File: src/sacs_defs.svh
`ifndef SACS_DEFS_SVH
`define SACS_DEFS_SVH

// Register byte offsets
`define SACS_REG_CTRL     4'h0
`define SACS_REG_STATUS   4'h4
`define SACS_REG_RESULT   4'h8

// Control register: variant field in bits [1:0], reset to the eight-input variant
`define SACS_CTRL_VAR_LSB 0
`define SACS_CTRL_VAR_MSB 1
`define SACS_CTRL_RST     2'h3

// Approximation register
`define SACS_SAR_INIT     8'h80
`define SACS_SAR_TOP      3'h7

// Negative input code for the grounded common line
`define SACS_NEG_COMMON   4'h8

// Timing
`define SACS_CLK_MHZ      10
`define SACS_DESELECT_NS  1000
`define SACS_DESEL_CYC    5'(((`SACS_DESELECT_NS * `SACS_CLK_MHZ) + 999) / 1000)

`endif

File: src/sacs_pkg.sv
package sacs_pkg;

    typedef enum logic [2:0] {
        st_wait   = 3'b000,
        st_addr   = 3'b001,
        st_settle = 3'b010,
        st_conv   = 3'b011,
        st_lsb    = 3'b100,
        st_tail   = 3'b101
    } sacs_state_t;

    typedef enum logic [1:0] {
        var_1ch = 2'b00,
        var_2ch = 2'b01,
        var_4ch = 2'b10,
        var_8ch = 2'b11
    } sacs_variant_t;

endpackage

File: src/sacs_csr.sv
`timescale 1ns/1ps
`include "sacs_defs.svh"

module sacs_csr (
    // Clock and reset
    input  wire logic                   ref_clk,
    input  wire logic                   reset_n,
    // Register bus
    input  wire logic [3:0]             avs_address,
    input  wire logic                   avs_read,
    input  wire logic                   avs_write,
    input  wire logic [31:0]            avs_writedata,
    input  wire logic [3:0]             avs_byteenable,
    output logic [31:0]                 avs_readdata,
    output logic                        avs_waitrequest,
    // Block side
    input  wire logic [31:0]            status_word,
    input  wire logic [7:0]             result_word,
    output sacs_pkg::sacs_variant_t     variant
);

    logic                    wait_q;
    logic                    wait_d;
    logic [31:0]             rd_q;
    logic [31:0]             rd_d;
    sacs_pkg::sacs_variant_t var_q;
    sacs_pkg::sacs_variant_t var_d;

    function automatic logic [31:0] reg_read(input logic [3:0] a);
        logic [31:0] v;
        v = 32'h0000_0000;
        if (a == `SACS_REG_CTRL) begin
            v = {30'h0000_0000, var_q};
        end else if (a == `SACS_REG_STATUS) begin
            v = status_word;
        end else if (a == `SACS_REG_RESULT) begin
            v = {24'h00_0000, result_word};
        end
        return v;
    endfunction

    // One wait cycle per access; data and write land with waitrequest low
    always_comb begin
        wait_d = ~((avs_read | avs_write) & wait_q);
        rd_d   = rd_q;
        var_d  = var_q;
        if (avs_read && wait_q) begin
            rd_d = reg_read(avs_address);
        end
        if (avs_write && !wait_q && avs_address == `SACS_REG_CTRL && avs_byteenable[0]) begin
            var_d = sacs_pkg::sacs_variant_t'(avs_writedata[`SACS_CTRL_VAR_MSB:`SACS_CTRL_VAR_LSB]);
        end
    end

    always_ff @(posedge ref_clk or negedge reset_n) begin
        if (!reset_n) begin
            wait_q <= 1'b1;
            rd_q   <= 32'h0000_0000;
            var_q  <= sacs_pkg::sacs_variant_t'(`SACS_CTRL_RST);
        end else begin
            wait_q <= wait_d;
            rd_q   <= rd_d;
            var_q  <= var_d;
        end
    end

    assign avs_waitrequest = wait_q;
    assign avs_readdata    = rd_q;
    assign variant         = var_q;

endmodule

File: src/sacs_sequencer.sv
// Summary of operation
// - Sample input each rise; first one starts
// - None (single-input) or two to four address bits follow start
// - Half-period settling gap after address
// - Flag rises at settling; input then ignored
// - Output enabled, leading zero at end of settling
// - Decided bits out on falling edges, MSB first
// - Eight periods; flag drops half later
// - Result copied into output shift register
// - Eight-input: shift-enable low shifts LSB first
// - Two- and four-input shift LSB first automatically after MSB
// - After data, output low until deselect
// - Single-input variant gives MSB first only
// - Deselect past hold time clears all but result and last address
// - Input sampled only while output floats
// - Four-input single-ended codes pick 0,2,1,3
// - Address word reconfigures each conversion
// - Unsigned eight-bit code, 256 steps
// - Differential mode uses adjacent pair, polarity
// - Negative input higher yields all zeros
`timescale 1ns/1ps
`include "sacs_defs.svh"

module sacs_sequencer (
    // Clock and reset
    input  wire logic        ref_clk,
    input  wire logic        reset_n,
    // Register bus
    input  wire logic [3:0]  avs_address,
    input  wire logic        avs_read,
    input  wire logic        avs_write,
    input  wire logic [31:0] avs_writedata,
    input  wire logic [3:0]  avs_byteenable,
    output logic [31:0]      avs_readdata,
    output logic             avs_waitrequest,
    // Serial link
    input  wire logic        sel_n,
    input  wire logic        conv_clk,
    input  wire logic        serial_in_line,
    input  wire logic        lsb_shift_enable_n,
    output logic             serial_out,
    output logic             serial_out_oe,
    output logic             conversion_active_flag,
    // Analog front end
    input  wire logic        comp_in,
    output logic [2:0]       mux_pos_ch,
    output logic [3:0]       mux_neg_ch
);

    sacs_pkg::sacs_variant_t variant;
    sacs_pkg::sacs_state_t   state_q;
    sacs_pkg::sacs_state_t   state_d;
    logic                    cclk_q;
    logic                    rise;
    logic                    fall;
    logic [4:0]              desel_q;
    logic [4:0]              desel_d;
    logic                    desel_done;
    logic [2:0]              alen;
    logic [3:0]              addr_q;
    logic [3:0]              addr_d;
    logic [2:0]              acnt_q;
    logic [2:0]              acnt_d;
    logic [7:0]              sar_q;
    logic [7:0]              sar_d;
    logic [2:0]              idx_q;
    logic [2:0]              idx_d;
    logic                    bit_q;
    logic                    bit_d;
    logic [7:0]              shreg_q;
    logic [7:0]              shreg_d;
    logic [2:0]              lcnt_q;
    logic [2:0]              lcnt_d;
    logic                    so_q;
    logic                    so_d;
    logic                    oe_q;
    logic                    oe_d;
    logic                    act_q;
    logic                    act_d;
    logic [2:0]              pos_q;
    logic [2:0]              pos_d;
    logic [3:0]              neg_q;
    logic [3:0]              neg_d;
    logic [7:0]              result_q;
    logic [7:0]              result_d;
    logic [3:0]              alast_q;
    logic [3:0]              alast_d;

    sacs_csr u_csr (
        .ref_clk         (ref_clk),
        .reset_n         (reset_n),
        .avs_address     (avs_address),
        .avs_read        (avs_read),
        .avs_write       (avs_write),
        .avs_writedata   (avs_writedata),
        .avs_byteenable  (avs_byteenable),
        .avs_readdata    (avs_readdata),
        .avs_waitrequest (avs_waitrequest),
        .status_word     ({9'h000, neg_q, pos_q, act_q, state_q, alast_q, result_q}),
        .result_word     (result_q),
        .variant         (variant)
    );

    // Number of address bits after the start bit
    function automatic logic [2:0] addr_len(input logic [1:0] v);
        logic [2:0] n;
        n = 3'h0;
        unique case (v)
            sacs_pkg::var_1ch: n = 3'h0;
            sacs_pkg::var_2ch: n = 3'h2;
            sacs_pkg::var_4ch: n = 3'h3;
            sacs_pkg::var_8ch: n = 3'h4;
        endcase
        return n;
    endfunction

    // Address word to {positive channel, negative channel}
    function automatic logic [6:0] mux_decode(input logic [1:0] v, input logic [3:0] a);
        logic       sgl;
        logic       odd;
        logic [1:0] sel;
        logic [2:0] pos;
        sgl = 1'b0;
        odd = 1'b0;
        sel = 2'h0;
        unique case (v)
            sacs_pkg::var_1ch: sgl = 1'b0;
            sacs_pkg::var_2ch: {sgl, odd} = a[1:0];
            sacs_pkg::var_4ch: {sgl, odd, sel[0]} = a[2:0];
            sacs_pkg::var_8ch: {sgl, odd, sel} = a;
        endcase
        pos = {sel, odd};
        if (sgl) begin
            return {pos, `SACS_NEG_COMMON};
        end
        return {pos, {1'b0, sel, ~odd}};
    endfunction

    // Link clock edges, taken only while selected
    assign rise       = conv_clk & ~cclk_q & ~sel_n;
    assign fall       = ~conv_clk & cclk_q & ~sel_n;
    assign desel_done = sel_n && (desel_q == `SACS_DESEL_CYC);
    assign alen       = addr_len(variant);

    // Deselect timer
    always_comb begin
        desel_d = desel_q;
        if (!sel_n) begin
            desel_d = 5'h00;
        end else if (desel_q != `SACS_DESEL_CYC) begin
            desel_d = desel_q + 5'h01;
        end
    end

    always_ff @(posedge ref_clk or negedge reset_n) begin
        if (!reset_n) begin
            desel_q <= 5'h00;
            cclk_q  <= 1'b0;
        end else begin
            desel_q <= desel_d;
            cclk_q  <= conv_clk;
        end
    end

    // Conversion sequencer
    always_comb begin
        state_d  = state_q;
        addr_d   = addr_q;
        acnt_d   = acnt_q;
        sar_d    = sar_q;
        idx_d    = idx_q;
        bit_d    = bit_q;
        shreg_d  = shreg_q;
        lcnt_d   = lcnt_q;
        so_d     = so_q;
        oe_d     = oe_q;
        act_d    = act_q;
        pos_d    = pos_q;
        neg_d    = neg_q;
        result_d = result_q;
        alast_d  = alast_q;
        if (desel_done) begin
            state_d = sacs_pkg::st_wait;
            addr_d  = 4'h0;
            acnt_d  = 3'h0;
            sar_d   = 8'h00;
            idx_d   = 3'h0;
            bit_d   = 1'b0;
            shreg_d = 8'h00;
            lcnt_d  = 3'h0;
            so_d    = 1'b0;
            oe_d    = 1'b0;
            act_d   = 1'b0;
            pos_d   = 3'h0;
            neg_d   = 4'h0;
        end else begin
            unique case (state_q)
                sacs_pkg::st_wait: begin
                    if (rise && serial_in_line) begin
                        addr_d = 4'h0;
                        acnt_d = 3'h0;
                        if (alen == 3'h0) begin
                            state_d        = sacs_pkg::st_settle;
                            act_d          = 1'b1;
                            {pos_d, neg_d} = mux_decode(variant, 4'h0);
                        end else begin
                            state_d = sacs_pkg::st_addr;
                        end
                    end
                end
                sacs_pkg::st_addr: begin
                    if (rise) begin
                        addr_d = {addr_q[2:0], serial_in_line};
                        acnt_d = acnt_q + 3'h1;
                        if (acnt_q == alen - 3'h1) begin
                            state_d        = sacs_pkg::st_settle;
                            act_d          = 1'b1;
                            alast_d        = addr_d;
                            {pos_d, neg_d} = mux_decode(variant, addr_d);
                        end
                    end
                end
                sacs_pkg::st_settle: begin
                    if (fall) begin
                        oe_d    = 1'b1;
                        so_d    = 1'b0;
                        sar_d   = `SACS_SAR_INIT;
                        idx_d   = `SACS_SAR_TOP;
                        state_d = sacs_pkg::st_conv;
                    end
                end
                sacs_pkg::st_conv: begin
                    if (rise) begin
                        bit_d        = comp_in;
                        sar_d[idx_q] = comp_in;
                        if (idx_q != 3'h0) begin
                            sar_d[idx_q - 3'h1] = 1'b1;
                        end
                    end else if (fall) begin
                        so_d = bit_q;
                        if (idx_q == 3'h0) begin
                            shreg_d  = sar_q;
                            result_d = sar_q;
                            lcnt_d   = 3'h1;
                            if (variant == sacs_pkg::var_1ch) begin
                                state_d = sacs_pkg::st_tail;
                            end else begin
                                state_d = sacs_pkg::st_lsb;
                            end
                        end else begin
                            idx_d = idx_q - 3'h1;
                        end
                    end
                end
                sacs_pkg::st_lsb: begin
                    if (fall && (variant != sacs_pkg::var_8ch || !lsb_shift_enable_n)) begin
                        if (lcnt_q == 3'h0) begin
                            so_d    = 1'b0;
                            state_d = sacs_pkg::st_tail;
                        end else begin
                            so_d   = shreg_q[lcnt_q];
                            lcnt_d = lcnt_q + 3'h1;
                        end
                    end
                end
                sacs_pkg::st_tail: begin
                    if (fall) begin
                        so_d = 1'b0;
                    end
                end
                default: begin
                    state_d = sacs_pkg::st_wait;
                end
            endcase
            if (rise && (state_q == sacs_pkg::st_lsb || state_q == sacs_pkg::st_tail)) begin
                act_d = 1'b0;
            end
        end
    end

    always_ff @(posedge ref_clk or negedge reset_n) begin
        if (!reset_n) begin
            state_q  <= sacs_pkg::st_wait;
            addr_q   <= 4'h0;
            acnt_q   <= 3'h0;
            sar_q    <= 8'h00;
            idx_q    <= 3'h0;
            bit_q    <= 1'b0;
            shreg_q  <= 8'h00;
            lcnt_q   <= 3'h0;
            so_q     <= 1'b0;
            oe_q     <= 1'b0;
            act_q    <= 1'b0;
            pos_q    <= 3'h0;
            neg_q    <= 4'h0;
            result_q <= 8'h00;
            alast_q  <= 4'h0;
        end else begin
            state_q  <= state_d;
            addr_q   <= addr_d;
            acnt_q   <= acnt_d;
            sar_q    <= sar_d;
            idx_q    <= idx_d;
            bit_q    <= bit_d;
            shreg_q  <= shreg_d;
            lcnt_q   <= lcnt_d;
            so_q     <= so_d;
            oe_q     <= oe_d;
            act_q    <= act_d;
            pos_q    <= pos_d;
            neg_q    <= neg_d;
            result_q <= result_d;
            alast_q  <= alast_d;
        end
    end

    assign serial_out             = so_q;
    assign serial_out_oe          = oe_q;
    assign conversion_active_flag = act_q;
    assign mux_pos_ch             = pos_q;
    assign mux_neg_ch             = neg_q;
endmodule

File: config.mk
export PLATFORM = sky130hd
export DESIGN_NAME = sacs_sequencer
export DESIGN_NICKNAME = d
export VERILOG_FILES = /design/src/sacs_pkg.sv /design/src/sacs_csr.sv /design/src/sacs_sequencer.sv
export VERILOG_INCLUDE_DIRS = /design/src
export SDC_FILE = /design/constraint.sdc
export NUM_CORES = 1
export LEC_CHECK = 0
export ABC_AREA = 0
export BUFFER_PORTS_ARGS = -buffer_cell sky130_fd_sc_hd__buf_2
export CAP_MARGIN = 20
export CORE_UTILIZATION = 55
export CTS_CLUSTER_SIZE = 16
export DETAILED_ROUTE_END_ITERATION = 8
export PLACE_DENSITY = 0.89
export SLEW_MARGIN = 20
export SYNTH_ARGS = -nofsm -noshare
export SYNTH_HDL_FRONTEND = slang
export SYNTH_SLANG_ARGS = --single-unit
File: constraint.sdc
create_clock -name ref_clk -period 2.2 [get_ports ref_clk]
set_input_delay 0.44 -clock ref_clk [delete_from_list [all_inputs] [get_ports ref_clk]]
set_output_delay 0.44 -clock ref_clk [all_outputs]
set_load 0.005 [all_outputs]
======== Yosys cells after proc, flatten, opt, wreduce, memory -nomap -nowiden ========
Index checks and enable logic that the tools add are counted.
storage, ports and cells
  register bits ........................... 95
  bits in latches ......................... 0
  RAM bits ................................ 0
  ROM bits ................................ 0
  output and inout bits ................... 43
  memories kept ........................... 0
cells by class
  add/subtract/negate cells ............... 5
  multiply operators ...................... 0
  divide/modulo/power cells ............... 0
  $lt $le $gt $ge ......................... 5
  eq/ne operators ......................... 35
  shift operators ......................... 0
  mux-type cells .......................... 124
  bitwise gates (word level) .............. 15
  reductions and logical operators ........ 47
operator list
  kind                                                count
  2-to-1 mux 3 bit                                    32
  2-to-1 mux 8 bit                                    10
  2-to-1 mux 32 bit                                   2
  2-to-1 mux 1 bit                                    51
  inequality test 3 bit, second input constant        13
  one-hot mux 3 bit (2 select lines)                  5
  2-to-1 mux 7 bit                                    4
  AND reduction 5 bit                                 5
  2-to-1 mux 4 bit                                    5
  one-hot mux 3 bit (6 select lines)                  1
  inequality test 4 bit, second input constant        4
  one-hot mux 8 bit (2 select lines)                  1
  zero test 3 bit                                     4
  < comparator 3 x 4 -> 1 bit, second input constant  3
  one-hot mux 3 bit (4 select lines)                  1
  nonzero test 3 bit                                  4
  logical AND 1 bit                                   10
  2-to-1 mux 5 bit                                    2
  AND reduction 10 bit                                1
  nonzero test 2 bit                                  5
  bitwise mux 8 bit                                   1
  NOT 1 bit                                           8
  bitwise OR 8 bit                                    1
  one-hot mux 4 bit (2 select lines)                  1
  36 further kinds                                    57

======== Logic depth before layout (Yosys ltp) ========
  depth after elaboration ................. 18
  depth in mapped cells ................... 9

======== Hierarchy ========
From an unflattened synthesis, not the netlist that was laid out.
second synthesis, totals
  cells, all modules ...................... 453
  area total of the unflattened synthesis .. 4733.3 µm²
by module, submodules not included
  module          times used  cells an instance  area an instance (µm²)
  sacs_sequencer  1           350                3310.7
  sacs_csr        1           103                1422.6

======== Worst setup path after synthesis ========
Ideal clock, no wire load.
  path type ............................... register to register
  start point ............................. reg idx_q[0]
  end point ............................... reg sar_q[5]
  library setup time ...................... 0.065 ns
  data arrival time ....................... 1.884 ns
  required time ........................... 2.135 ns
  path slack .............................. 0.251 ns
  stages on the path, launching flop included .. 8
  period minus slack after synthesis ...... 1.949 ns
  cells stage by stage .................... dfrtp_1 clkinv_1 ha_1 or3b_2 a21bo_2 mux2_2 nor2_1 o22a_1
between the ends
  longest elaborated chain between the ends .. 10
RTL lines
  item                                                                                  line                                          source
  start, declared                                                                       sacs_sequencer.sv:66                          logic [2:0] idx_q;
  start signal, assigned                                                                sacs_sequencer.sv:303                         idx_q <= idx_d;
  subtractor 3 x 1 -> 3 bit (tied with other cells)                                     sacs_sequencer.sv:237                         sar_d[idx_q - 3'h1] = 1'b1;
  < comparator 3 x 4 -> 1 bit (implied by the code) (tied with other cells)             sacs_sequencer.sv:237
  logical AND 1 bit (implied by the code) or 2-to-1 mux 1 bit (tied branches)           sacs_sequencer.sv:237, sacs_sequencer.sv:235
  2-to-1 mux 1 bit (implied by the code) or demux 1 bit (select 3 bit) (tied branches)  sacs_sequencer.sv:237, sacs_sequencer.sv:235
  demux 1 bit (select 3 bit) or bitwise mux 8 bit (tied branches)                       sacs_sequencer.sv:237, sacs_sequencer.sv:235
  bitwise OR 8 bit (no source line)                                                     -
  2-to-1 mux 8 bit (*)                                                                  sacs_sequencer.sv:236                         if (idx_q != 3'h0) begin
  2-to-1 mux 8 bit (*)                                                                  sacs_sequencer.sv:233                         if (rise) begin
  one-hot mux 8 bit (2 select lines) (*)                                                sacs_sequencer.sv:197                         unique case (state_q)
  2-to-1 mux 8 bit (*)                                                                  sacs_sequencer.sv:182                         if (desel_done) begin
  end signal, assigned                                                                  sacs_sequencer.sv:302                         sar_q <= sar_d;
  end, declared                                                                         sacs_sequencer.sv:64                          logic [7:0] sar_q;
Every way passes the cells marked *; elsewhere a longest branch is shown, timed or not. The select of a mux whose other input is x is not followed.
A chain may end at the register's enable or synchronous reset.

======== Worst setup path in the final report ========
  start point ............................. reg idx_q[1]
  end point ............................... reg sar_q[5]
The elaborated chain is that of the path after synthesis.

==> summary.md <==
| Metric | Value |
|---|---|
| Crit path to | `sar_q[5]` |
| Antenna-violating nets left | `0` |
| Sink Count | `86` |
| RSZ-0062 raised after global routing | `no` |
| Pwr/cell area | `886.3 nW/um^2` |
| Slew @ Worst Pin | `766.7 ps` |
| Yosys top cell area share | `46.55%` |
| Die height | `92.07 microns` |
| CTS tree | `built` |
| Nets | `536` |
| Cell taking the most area after synthesis | `dfrtp_1` |
| Seq/Total Area, Yosys | `48.32%` |
| FP Rows | `32` |
| Number of global-route vias before repair | `3243` |
| Syn. warnings | `0` |
| Post-synthesis cell type count | `69` |
| Status | `finished clean` |
| Ys flop type | `dfrtp_1` |
| Initial core utilization | `57.44%` |
| Reg2reg setup slack | `150 ps` |
| Leak Pwr | `0.002393 uW` |
| Number of antenna violations at the first check in global routing | `0` |
| Fin crit period | `2046 ps` |
| Kind of critical path | `reg -> reg` |
| Worst Setup Start Kind | `flip-flop` |
| Final Setup Violations | `0` |
| Synthesized flop and latch total | `86` |
| Async SR Flop Fraction | `100.0%` |
| RR Startpoint | `idx_q[1]` |
| Crit path DAT | `2340 ps` |
| Hold_buf cts | `0` |
| Root buffer cell | `clkbuf_8` |
| Synthesis-to-finish area growth | `12.84%` |
| Gate Count Post-Synth | `422` |
| Drt total wl | `9.573 mm` |
| Met3 Usage GRT | `4.975%` |
| Die X | `92.07 microns` |
| Worst EP required | `2500 ps` |
| Met1 GRT Util | `33.77%` |
| Vias | `3435` |
| GP Congestion | `0.8365` |
| Synthesized area | `4462 sq um` |
| Largest net degree at the start of global routing | `48` |
| Post-Route Utilization | `64.82%` |
| Residual DRC | `0` |
| WL/cell | `16.31 microns` |
| First-pass GRT wire length | `15.90 mm` |
| Worst hold path type | `in -> async` |
| Setup crit start | `idx_q[1]` |
| GR peak layer | `met2` |
| Die area | `8477 sq um` |
| Max-cap violations | `0` |
| CTS-repair resized insts | `0` |
| Final Slew Violations | `0` |
| Gr ovfl total | `0` |
| Core Footprint | `7767 sq um` |
| Max FO, Critical Path | `6` |
| EDFF count, synth | `0` |
| Drt first pass iters | `5` |
| Final Hold Fails | `0` |
| Worst VDD drop | `0.3909 mV` |
| Clock latency at the later pin of the worst-skew pair | `360 ps` |
| Vias per Instance | `5.852` |
| Final Total Pwr | `4463 uW` |
| Total track usage | `24.12%` |
| PortBufs | `49` |
| Critical path endpoint category | `flip-flop` |
| Post-Syn Area per Cell | `10.57 sq um` |
| Bufs on Longest Clock Path | `2` |
| Share of cells above drive strength 1 | `28.25%` |
| Worst R2R Path Depth | `7` |
| Num CTS Buffers | `9` |
| RR Endpoint | `sar_q[5]` |
| Clock transition at path regs | `90 ps` |
| Top cells by area, synth | `dfrtp_1 (47%), mux2_2 (4.5%), nand2_1 (4.1%)` |
| Fmax achieved | `488.9 MHz` |
| H-tree levels | `3` |
| DRT iter0 DRCs | `303` |
| Post-CTS Setup Bufs | `0` |
| Period Utilization, post-route | `92.98%` |
| Worst rel slew slack | `48.76%` |
| M2 GR Usage | `37.13%` |
| Hpwl dp | `6.828 mm` |
| Sum Neg Setup Slack | `0 ps` |
| # diodes | `0` |
| IO Pins | `92` |
| Setup Skew | `12.98 ps` |
==> metrics by stage <==
stage          instance area [sq um]  worst slack (ps)  hold WS, ps  cells
2_1_floorplan                   4492             251.2        144.4    430
4_1_cts                         5017             3.244        52.06    587
6_report                        5035             154.5        49.79    587
5_1_grt                         5035             8.731        75.26    587
3_3_place_gp                    4828             114.3        440.1    571
3_5_place_dp                    4828             47.48        452.9    571
==> synth_stat cells, types with 2 or more instances <==
master and instances:
a211oi_2 2, a21boi_0 2, a21oi_1 14, a21oi_2 2, a221oi_1 3, a22o_1 20
a31oi_1 6, and2_1 7, and4b_1 2, buf_2 7, buf_4 9, buf_6 3
clkbuf_1 8, clkbuf_8 4, dfrtp_1 83, dfstp_2 3, ha_1 7, inv_1 8
mux2_2 18, mux2i_1 15, mux4_2 2, nand2_1 49, nand2b_1 4, nand3_1 8
nand4_1 2, nor2_1 38, nor2b_1 4, nor3_1 7, nor3b_1 3, o21ai_0 28
o22a_1 8, or2_2 3, or3_1 2, or3b_1 2, or3b_2 2, xnor2_1 4
==> layout by cell type (no fill, tap or decap), drive strengths merged, types with 8 or more instances in the layout <==
cell type and n:
nor2 39, nand3 8, buf 70, inv 11, dfrtp 83, mux2 19
o22a 8, clkbuf 10, mux2i 15, o21ai 28, nand2 49, a21oi 17
conb 9, nor3 8, a22o 21
==> worst min path at each step <==
| stage | to | cells after the start |
|---|---|---|
| floorplan | acnt_q[0] | 0 |
| global placement | u_csr.avs_readdata[11] | 1 |
| detailed placement | u_csr.avs_readdata[16] | 1 |
| CTS | u_csr.avs_readdata[16] | 1 |
| global route | u_csr.avs_readdata[11] | 1 |
| finish | u_csr.avs_readdata[11] | 1 |
==> cell type report <==
class / count / area [sq um]
tap: 102 / 127.6
sequential: 86 / 2156
fill: 591 / 2733
multi-input combinational: 304 / 2098
inverter: 9 / 33.78
clock buffer: 10 / 137.6
clock inverter: 6 / 51.30
timing repair buffer: 70 / 430.4
==> cell families after synthesis <==
logic type,after synthesis,synth area share [%]
buf+inv,40,5.720
fa+ha+maj,7,1.963
xor+xnor,5,0.9814
simple gates,146,16.74
flops,86,48.32
other cells,1,0.08405
compound gates,101,16.94
mux,36,9.254
==> routing by layer <==
metal	part of all wire, %	wire [microns]	vias up
met5	0	0	-
met4	1.8	172	0
met3	5.3	504	21
met2	47	4504	131
met1	46	4392	1669
li1	-	-	1614
==> state kept, by name, summed over array words and instances (netlist names), 4 cells and up <==
name / cells
alast_q: 4
desel_q: 5
mux_neg_ch: 4
result_q: 8
sar_q: 8
shreg_q: 8
u_csr.avs_readdata: 23
==> worst max-delay path, cell delays in order (launching register included) <==
cell	delay [ps]
dfrtp_1	450
inv_2	130
ha_1	210
or3b_2	480
a21bo_2	210
mux2_2	260
nor2_1	110
o22a_1	140
==> power by group <==
part	switching, uW	leakage, uW	internal, uW	total (uW)
logic	775	0.00116	587	1360
clock network	598	0.0000939	457	1060
registers	246	0.00114	1800	2040
(Power assumes the default switching activity.)
